### src/hdl/dcl_pkg.sv
package dcl_pkg;
   // register indices on the internal register port
   localparam logic [4:0]  DCL_ADDR_WIPER0 = 5'h00;
   localparam logic [4:0]  DCL_ADDR_NV_GA  = 5'h1A;
   localparam logic [4:0]  DCL_ADDR_NV_LK  = 5'h1B;
   // field layout of the nonvolatile gain and bus address register
   localparam int          DCL_GA_GAIN_LSB = 8;
   localparam int          DCL_GA_ADDR_W   = 7;
   localparam int          DCL_GA_STRAP_W  = 2;
   // reset values of the nonvolatile store (plain defaults)
   localparam logic [15:0] DCL_NV_GA_RST   = 16'h0060;
   localparam logic [15:0] DCL_NV_LK_RST   = 16'h0000;
   // encodings
   localparam logic [1:0]  DCL_REF_SUPPLY  = 2'b00;
   localparam logic [1:0]  DCL_PD_NORMAL   = 2'b00;
   typedef enum logic [1:0]
   {
      DCL_ST_LOAD = 2'b01,
      DCL_ST_RUN  = 2'b10
   } dcl_state_t;
endpackage

### src/hdl/dcl_cfg_lock.sv
`timescale 1ns/1ps
// Contract
// RULE1: per channel gain bit in bits 9:8, one means twice gain, zero unity.
// RULE2: reference select 00 forces unity gain whatever the stored gain bit.
// RULE3: bits 6:0 of the gain and address register hold the slave address.
// RULE4: with strap pins, address is upper five stored bits plus two pins.
// RULE5: bits 15:10 and 7 of the gain and address register read zero.
// RULE6: lock bits guard volatile writes only, never nonvolatile access.
// RULE7: nonvolatile writes accepted only while high voltage enable is raised.
// RULE8: lock field 11 both, 10 wiper only, 01 config only, 00 none.
// RULE9: power-down select stays writable whatever the lock setting.
// RULE10: lock register has two bits per channel, upper bits read zero.
// RULE11: wiper value selects one of 2 to the resolution ladder taps.
// RULE12: highest wiper code is all ones, one element below reference node.
// RULE13: powered down channel has its ladder disconnected from reference.
// RULE14: power-down code 00 is normal, any other code powers down.
// RULE15: nonvolatile values load into working copies before commands serve.
module dcl_cfg_lock
   import dcl_pkg::*;
#(
   parameter int          NCH        = 2,
   parameter int          RES        = 12,
   parameter bit          HAS_STRAPS = 1'b1,
   parameter logic [15:0] NV_GA_INIT = DCL_NV_GA_RST,
   parameter logic [15:0] NV_LK_INIT = DCL_NV_LK_RST
)
(
   input  wire logic                 i_mclk,
   input  wire logic                 i_rstn,
   input  wire logic                 i_reg_wr,
   input  wire logic                 i_reg_rd,
   input  wire logic [4:0]           i_reg_addr,
   input  wire logic [15:0]          i_reg_wdata,
   input  wire logic                 i_high_voltage_enable_pin,
   input  wire logic                 i_addr_strap_hi,
   input  wire logic                 i_addr_strap_lo,
   input  wire logic [2*NCH-1:0]     i_reference_select,
   input  wire logic [2*NCH-1:0]     i_powerdown_select,
   output logic                      o_reg_ack,
   output logic                      o_reg_err,
   output logic [15:0]               o_reg_rdata,
   output logic                      o_ready,
   output logic [6:0]                o_slave_addr,
   output logic [NCH-1:0]            o_gain_2x,
   output logic [NCH-1:0]            o_ladder_connect,
   output logic [NCH-1:0]            o_cfg_wr_allow,
   output logic [NCH*RES-1:0]        o_tap_code
);
   localparam logic [15:0] GA_MASK =
      {6'h00, (NCH > 1), 1'b1, 1'b0, 7'h7F};
   localparam logic [15:0] LK_MASK = 16'((1 << (2 * NCH)) - 1);

   dcl_state_t        state_r;
   logic [2:0]        sync1_r;
   logic [2:0]        sync2_r;
   // store contents survive i_rstn; this value stands for the shipped cell
   logic [15:0]       nv_ga_r = NV_GA_INIT & GA_MASK;
   logic [15:0]       nv_lk_r = NV_LK_INIT & LK_MASK;
   logic [1:0]        gain_work_r;
   logic [6:0]        addr_work_r;
   logic [3:0]        lock_work_r;
   logic [NCH-1:0]    gain_2x_nxt;
   logic [NCH-1:0]    connect_nxt;
   logic [NCH-1:0]    cfg_allow_nxt;
   logic [15:0]       rdata_nxt;

   wire       hv_s      = sync2_r[2];
   wire [1:0] straps_s  = sync2_r[1:0];
   wire       running   = (state_r == DCL_ST_RUN);
   wire       req       = i_reg_wr | i_reg_rd;
   wire       sel_ga    = (i_reg_addr == DCL_ADDR_NV_GA);
   wire       sel_lk    = (i_reg_addr == DCL_ADDR_NV_LK);
   wire       sel_wp    = (i_reg_addr - DCL_ADDR_WIPER0) < 5'(NCH);
   wire       wp_ch     = i_reg_addr[0];
   // bit B of a channel field guards the wiper, bit A its config bits
   wire       wp_locked = lock_work_r[{wp_ch, 1'b1}];               // RULE8
   wire       nv_sel    = sel_ga | sel_lk;
   wire       nv_wr_ok  = running & i_reg_wr & nv_sel & hv_s;  // RULE6 RULE7
   wire       wp_wr_ok  = running & i_reg_wr & sel_wp & ~wp_locked; // RULE8
   wire       rd_ok     = running & i_reg_rd & (nv_sel | sel_wp);
   wire       req_ok    = nv_wr_ok | wp_wr_ok | rd_ok;
   wire [6:0] eff_addr  = HAS_STRAPS ?
      {addr_work_r[6:DCL_GA_STRAP_W], straps_s} : addr_work_r;     // RULE4

   always_comb
   begin
      rdata_nxt = 16'h0000;
      if (sel_ga)
         rdata_nxt = nv_ga_r & GA_MASK;                       // RULE5 RULE3
      else if (sel_lk)
         rdata_nxt = nv_lk_r & LK_MASK;                             // RULE10
      else if (sel_wp)
         rdata_nxt = 16'(o_tap_code[wp_ch*RES +: RES]);
      for (int ch = 0; ch < NCH; ch++)
      begin
         gain_2x_nxt[ch] = gain_work_r[ch] &
            (i_reference_select[2*ch +: 2] != DCL_REF_SUPPLY); // RULE1 RULE2
         // any nonzero power-down code opens the reference switch
         connect_nxt[ch] =
            (i_powerdown_select[2*ch +: 2] == DCL_PD_NORMAL); // RULE13 RULE14
         // power-down select is never covered by the config lock
         cfg_allow_nxt[ch] = ~lock_work_r[2*ch];               // RULE8 RULE9
      end
   end

   // pins cross into the clock domain before anyone looks at them
   always_ff @(posedge i_mclk)
   begin
      sync1_r <= {i_high_voltage_enable_pin, i_addr_strap_hi,
                  i_addr_strap_lo};
      sync2_r <= sync1_r;
   end

   always_ff @(posedge i_mclk)
   begin
      if (!i_rstn)
      begin
         state_r     <= DCL_ST_LOAD;
         gain_work_r <= 2'b00;
         addr_work_r <= 7'h00;
         lock_work_r <= 4'h0;
      end
      else
      begin
         case (state_r)
            DCL_ST_LOAD:
            begin
               // power-on copy of the store into the working config
               gain_work_r <= nv_ga_r[DCL_GA_GAIN_LSB +: 2];        // RULE15
               addr_work_r <= nv_ga_r[DCL_GA_ADDR_W-1:0];
               lock_work_r <= nv_lk_r[3:0];
               state_r     <= DCL_ST_RUN;
            end
            DCL_ST_RUN:
               state_r     <= DCL_ST_RUN;
            default:
               state_r     <= DCL_ST_LOAD;
         endcase
      end
   end

   // stored values take effect at the next power-on, as in the cell;
   // no reset here, so a write survives the reload that it waits for
   always_ff @(posedge i_mclk)
   begin
      if (i_rstn && nv_wr_ok && sel_ga)
         nv_ga_r <= i_reg_wdata & GA_MASK;                          // RULE7
      if (i_rstn && nv_wr_ok && sel_lk)
         nv_lk_r <= i_reg_wdata & LK_MASK;                          // RULE10
   end

   always_ff @(posedge i_mclk)
   begin
      if (!i_rstn)
      begin
         o_reg_ack        <= 1'b0;
         o_reg_err        <= 1'b0;
         o_reg_rdata      <= 16'h0000;
         o_ready          <= 1'b0;
         o_slave_addr     <= 7'h00;
         o_gain_2x        <= '0;
         o_ladder_connect <= '0;
         o_cfg_wr_allow   <= '0;
         o_tap_code       <= '0;
      end
      else
      begin
         o_reg_ack        <= req;
         o_reg_err        <= req & ~req_ok;                        // RULE15
         o_reg_rdata      <= (i_reg_rd & rd_ok) ? rdata_nxt : 16'h0000;
         o_ready          <= running;
         o_slave_addr     <= eff_addr;
         o_gain_2x        <= gain_2x_nxt;
         o_ladder_connect <= connect_nxt;
         o_cfg_wr_allow   <= running ? cfg_allow_nxt : '0;
         // full code is all ones, so no code reaches the reference node
         for (int ch = 0; ch < NCH; ch++)
            if (wp_wr_ok && wp_ch == ch[0])
               o_tap_code[ch*RES +: RES] <= i_reg_wdata[RES-1:0]; // RULE11 RULE12
      end
   end
endmodule

### config.mk
export PLATFORM = sky130hd
export DESIGN_NAME = dcl_cfg_lock
export DESIGN_NICKNAME = d
export VERILOG_FILES = /design/src/hdl/dcl_pkg.sv /design/src/hdl/dcl_cfg_lock.sv
export SDC_FILE = /design/constraint.sdc
export NUM_CORES = 1
export LEC_CHECK = 0
export BUFFER_PORTS_ARGS = -buffer_cell sky130_fd_sc_hd__buf_2
export CAP_MARGIN = 25
export CORE_MARGIN = 8
export CORE_UTILIZATION = 53
export CTS_BUF_LIST = sky130_fd_sc_hd__clkbuf_8
export DETAILED_ROUTE_END_ITERATION = 10
export PLACE_DENSITY = 0.87
export SYNTH_ARGS = -nofsm -noshare
export SYNTH_HDL_FRONTEND = slang
export SYNTH_SLANG_ARGS = --single-unit
### constraint.sdc
create_clock -name i_mclk -period 2.1 [get_ports i_mclk]
set_input_delay 0.105 -clock i_mclk [delete_from_list [all_inputs] [get_ports i_mclk]]
set_output_delay 0.105 -clock i_mclk [all_outputs]
set_load 0.02 [all_outputs]
==> flow_summary.ini <==
[run_status]
run_status = finished clean

[logic_synthesis]
synth_area_um2 = 3100
synth_area_per_cell_um2 = 11.4
yosys_warnings = 0
synth_area_leader_cell = sky130_fd_sc_hd__dfxtp_1
ys_types = 31
synth_largest_type_area_fraction_pct = 45.9
yosysSeqAreaShare_pct = 58.5
post_synthesis_instance_total = 272
netlist_top_cells_area = sky130_fd_sc_hd__dfxtp_1, sky130_fd_sc_hd__mux2i_1, sky130_fd_sc_hd__edfxtp_1
ys_ff_latch = 84

[clock_tree]
cts_setup_buffers = 0
tritoncts = done
cts-htree-levels = 3
cts_num_sinks = 84
ctsRootBufferMaster = sky130_fd_sc_hd__clkbuf_8
max-clock-path-buffers = 2
worstSkewPairLatency_ns = 0.35
cts_made_buffers = 9
clk_pin_slew_worst_paths_ns = 0.08

[detailed_routing]
detail_route.first_pass.iterations = 4
ant_nets = 0
post-route-drc-count = 0
first_iter_violations = 147
final_routed_wirelength_across_all_metal_layers_mm = 7.07
detailed_route_vias_per_instance = 4.88
detailroute.via_count = 2236
wl_per_cell_um = 15.4

[sta]
max-slew-margin-rel_pct = 61.8
final-setup-viol-count = 0
finClkSkew_ns = 0.00899
grt_setup_unrepaired = no
finalCriticalPeriod_ns = 1.74
fin_setup_tns_ns = 0
achievable-frequency_mhz = 576
tightestPinTransition_ns = 0.573
timing.final.hold_violations = 0
finalHoldWorstSlack_ns = 0.0262
layout_worst_path_cycle_share_pct = 82.6
final_max_slew_viol_count = 0

[worst_setup_path]
critical_path_buf_inv_count = 1
critical_path_depth = 5
timing.critical_path.max_delay_family = simple AND/OR/NAND/NOR gates
path_max_fanout = 6
worst_setup_path_category = flop to flop
worstPathArrival_ns = 1.75
worst_path_max_delay_cell = sky130_fd_sc_hd__or3_1
critical_path.cell_chain = inv_1, ha_1, nand3_1, or3_1, nor2_1
kind_of_launch_point_of_the_worst_setup_path = flop
critPathCaptureType = flop
max_stage_delay_ns = 0.35
ff2ff_path_depth = 5
worst_setup_path_endpoint = nv_lk_r[1]$_DFFE_PP_
setup.worst_path.start = state_r[0]$_SDFF_PN1_
cp_data_required_time_ns = 2.11
r2r_slack_ns = 0.36
timing.rr.start = state_r[0]$_SDFF_PN1_
regToRegEndpoint = nv_lk_r[1]$_DFFE_PP_

[grt]
grt_pass1_wl_mm = 11.5
total_grt_overflow = 0
global_route.usage.total_pct = 16.9
via_count_of_the_first_global_routing_pass = 2403
largest_net_degree_at_the_start_of_global_routing = 62
antenna_violations_before_repair = 0

[floorplan]
initial_core_util_pct = 53.6
dieArea_um2 = 8550
fp.coreArea_um2 = 5780
num_rows = 28
die_y_um = 92.4
die-width_um = 92.4
io-pin-count = 92

[layout]
fillers = 433
layout_commonest_cell = sky130_fd_sc_hd__buf_2
finalInstanceArea_um2 = 3970
fin_util_pct = 68.6
layout_common_cells = sky130_fd_sc_hd__buf_2, sky130_fd_sc_hd__dfxtp_1, sky130_fd_sc_hd__mux2i_1, sky130_fd_sc_hd__nand2_1, sky130_fd_sc_hd__dlygate4sd3_1
nets = 416
area_growth_pct = 28.1
antenna_cells = 0
drive_gt1_share_pct = 28.5

[place]
gp_congestion = 0.755
placement.cell_area_um2 = 3560
placement.io_buffers = 83
hpwl_mm = 4.76

[hold_path]
min-delay-path-class = input pin to flop

[power_and_ir_drop]
power_per_cell_area_nw_per_um2 = 860
power.leakage_nw = 1.80
ir_drop_v = 0.000537

[flow_run]
max_cap_viol = 0
report_power, final:
| group | switching (W) | internal (W) |
|---|---|---|
| Clock | 0.000543 | 0.000573 |
| Sequential | 0.0000535 | 0.00174 |
| Combinational | 0.000273 | 0.000230 |
per-stage QoR:
step / instances / power (W) / worst slack (ns)
final: 458 / 0.00341 / 0.365
after global routing: 458 / 0.00356 / 0.263
after detailed placement: 421 / 0.00230 / 0.401
after global placement: 421 / 0.00227 / 0.445
after floorplan: 275 / 0.00216 / 0.354
after CTS: 458 / 0.00343 / 0.375
worst min path at each step:
| stage | start | to | slack, ns | cells past startpoint |
|---|---|---|---|---|
| 6_report | i_reg_wdata[10] | o_tap_code[10]$_SDFFE_PN0P_ | 0.03 | 3 |
| 5_1_grt | i_reg_wdata[10] | o_tap_code[10]$_SDFFE_PN0P_ | 0.04 | 3 |
| 4_1_cts | i_reg_wdata[10] | o_tap_code[10]$_SDFFE_PN0P_ | 0.02 | 3 |
| 3_5_place_dp | i_addr_strap_lo | sync1_r[0]$_DFF_P_ | 0.21 | 1 |
| 3_3_place_gp | i_addr_strap_lo | sync1_r[0]$_DFF_P_ | 0.21 | 1 |
| 2_1_floorplan | i_addr_strap_lo | sync1_r[0]$_DFF_P_ | 0.13 | 0 |
timing repair:
item / 4_1_cts / 5_1_grt
gates resized for setup: 0 / 0
hold buffers: 21 / 0
hold endpoints to repair: 21 / 0
state kept, by name (all words and copies together), names as in the netlist, 3 cells and up:
name          cells
o_tap_code       24
o_reg_rdata      12
nv_ga_r           9
o_slave_addr      7
addr_work_r       5
lock_work_r       4
nv_lk_r           4
sync1_r           3
sync2_r           3
layout make-up:
cell class	instances	area, µm²	area share (%)
clock inverter	6	55.1	1.39
sequential	84	1810	45.7
inverter	12	45.0	1.14
multi-input combinational	160	1150	28.9
timing repair buffer	111	678	17.1
tap	75	93.8	2.37
clock buffer	10	138	3.47
cell families after synthesis:
family,synth area share (%)
buf+inv,4.85
other cells,0.121
compound gates,4.04
mux,16.8
flops,58.5
fa+ha+maj,0.808
simple gates,14.8
cell usage after synthesis, drive strengths merged:
| cell type | number |
|---|---|
| or4 | 1 |
| nand3b | 2 |
| nor3b | 2 |
| a311oi | 1 |
| a21oi | 2 |
| mux2 | 1 |
| nand3 | 2 |
| or2 | 1 |
| and2 | 11 |
| nand4b | 2 |
| ha | 2 |
| o22ai | 5 |
| o211a | 2 |
| o32a | 5 |
| dfxtp | 71 |
| edfxtp | 13 |
| nand2 | 37 |
| nor4 | 2 |
| clkbuf | 9 |
| inv | 12 |
| buf | 10 |
| nor2 | 12 |
| or3 | 2 |
| o21ai | 1 |
| mux2i | 51 |
| nor2b | 12 |
| conb | 1 |
layer usage:
metal / track usage [%] / share of wire [%] / wire [µm]
met5: 0 / 0 / 0
met2: 30.2 / 50 / 3520
met3: 6.31 / 7.4 / 525
met1: 17.3 / 41 / 2900
met4: 7.11 / 1.7 / 121
tightest hold or removal path, delay by kind of cell:
kind / cells / cell delay, ns
buffers and inverters: 1 / 0.10
AND/OR/NAND/NOR: 1 / 0.06
multiplexers: 1 / 0.06
Power figures use the tool's default switching activity.
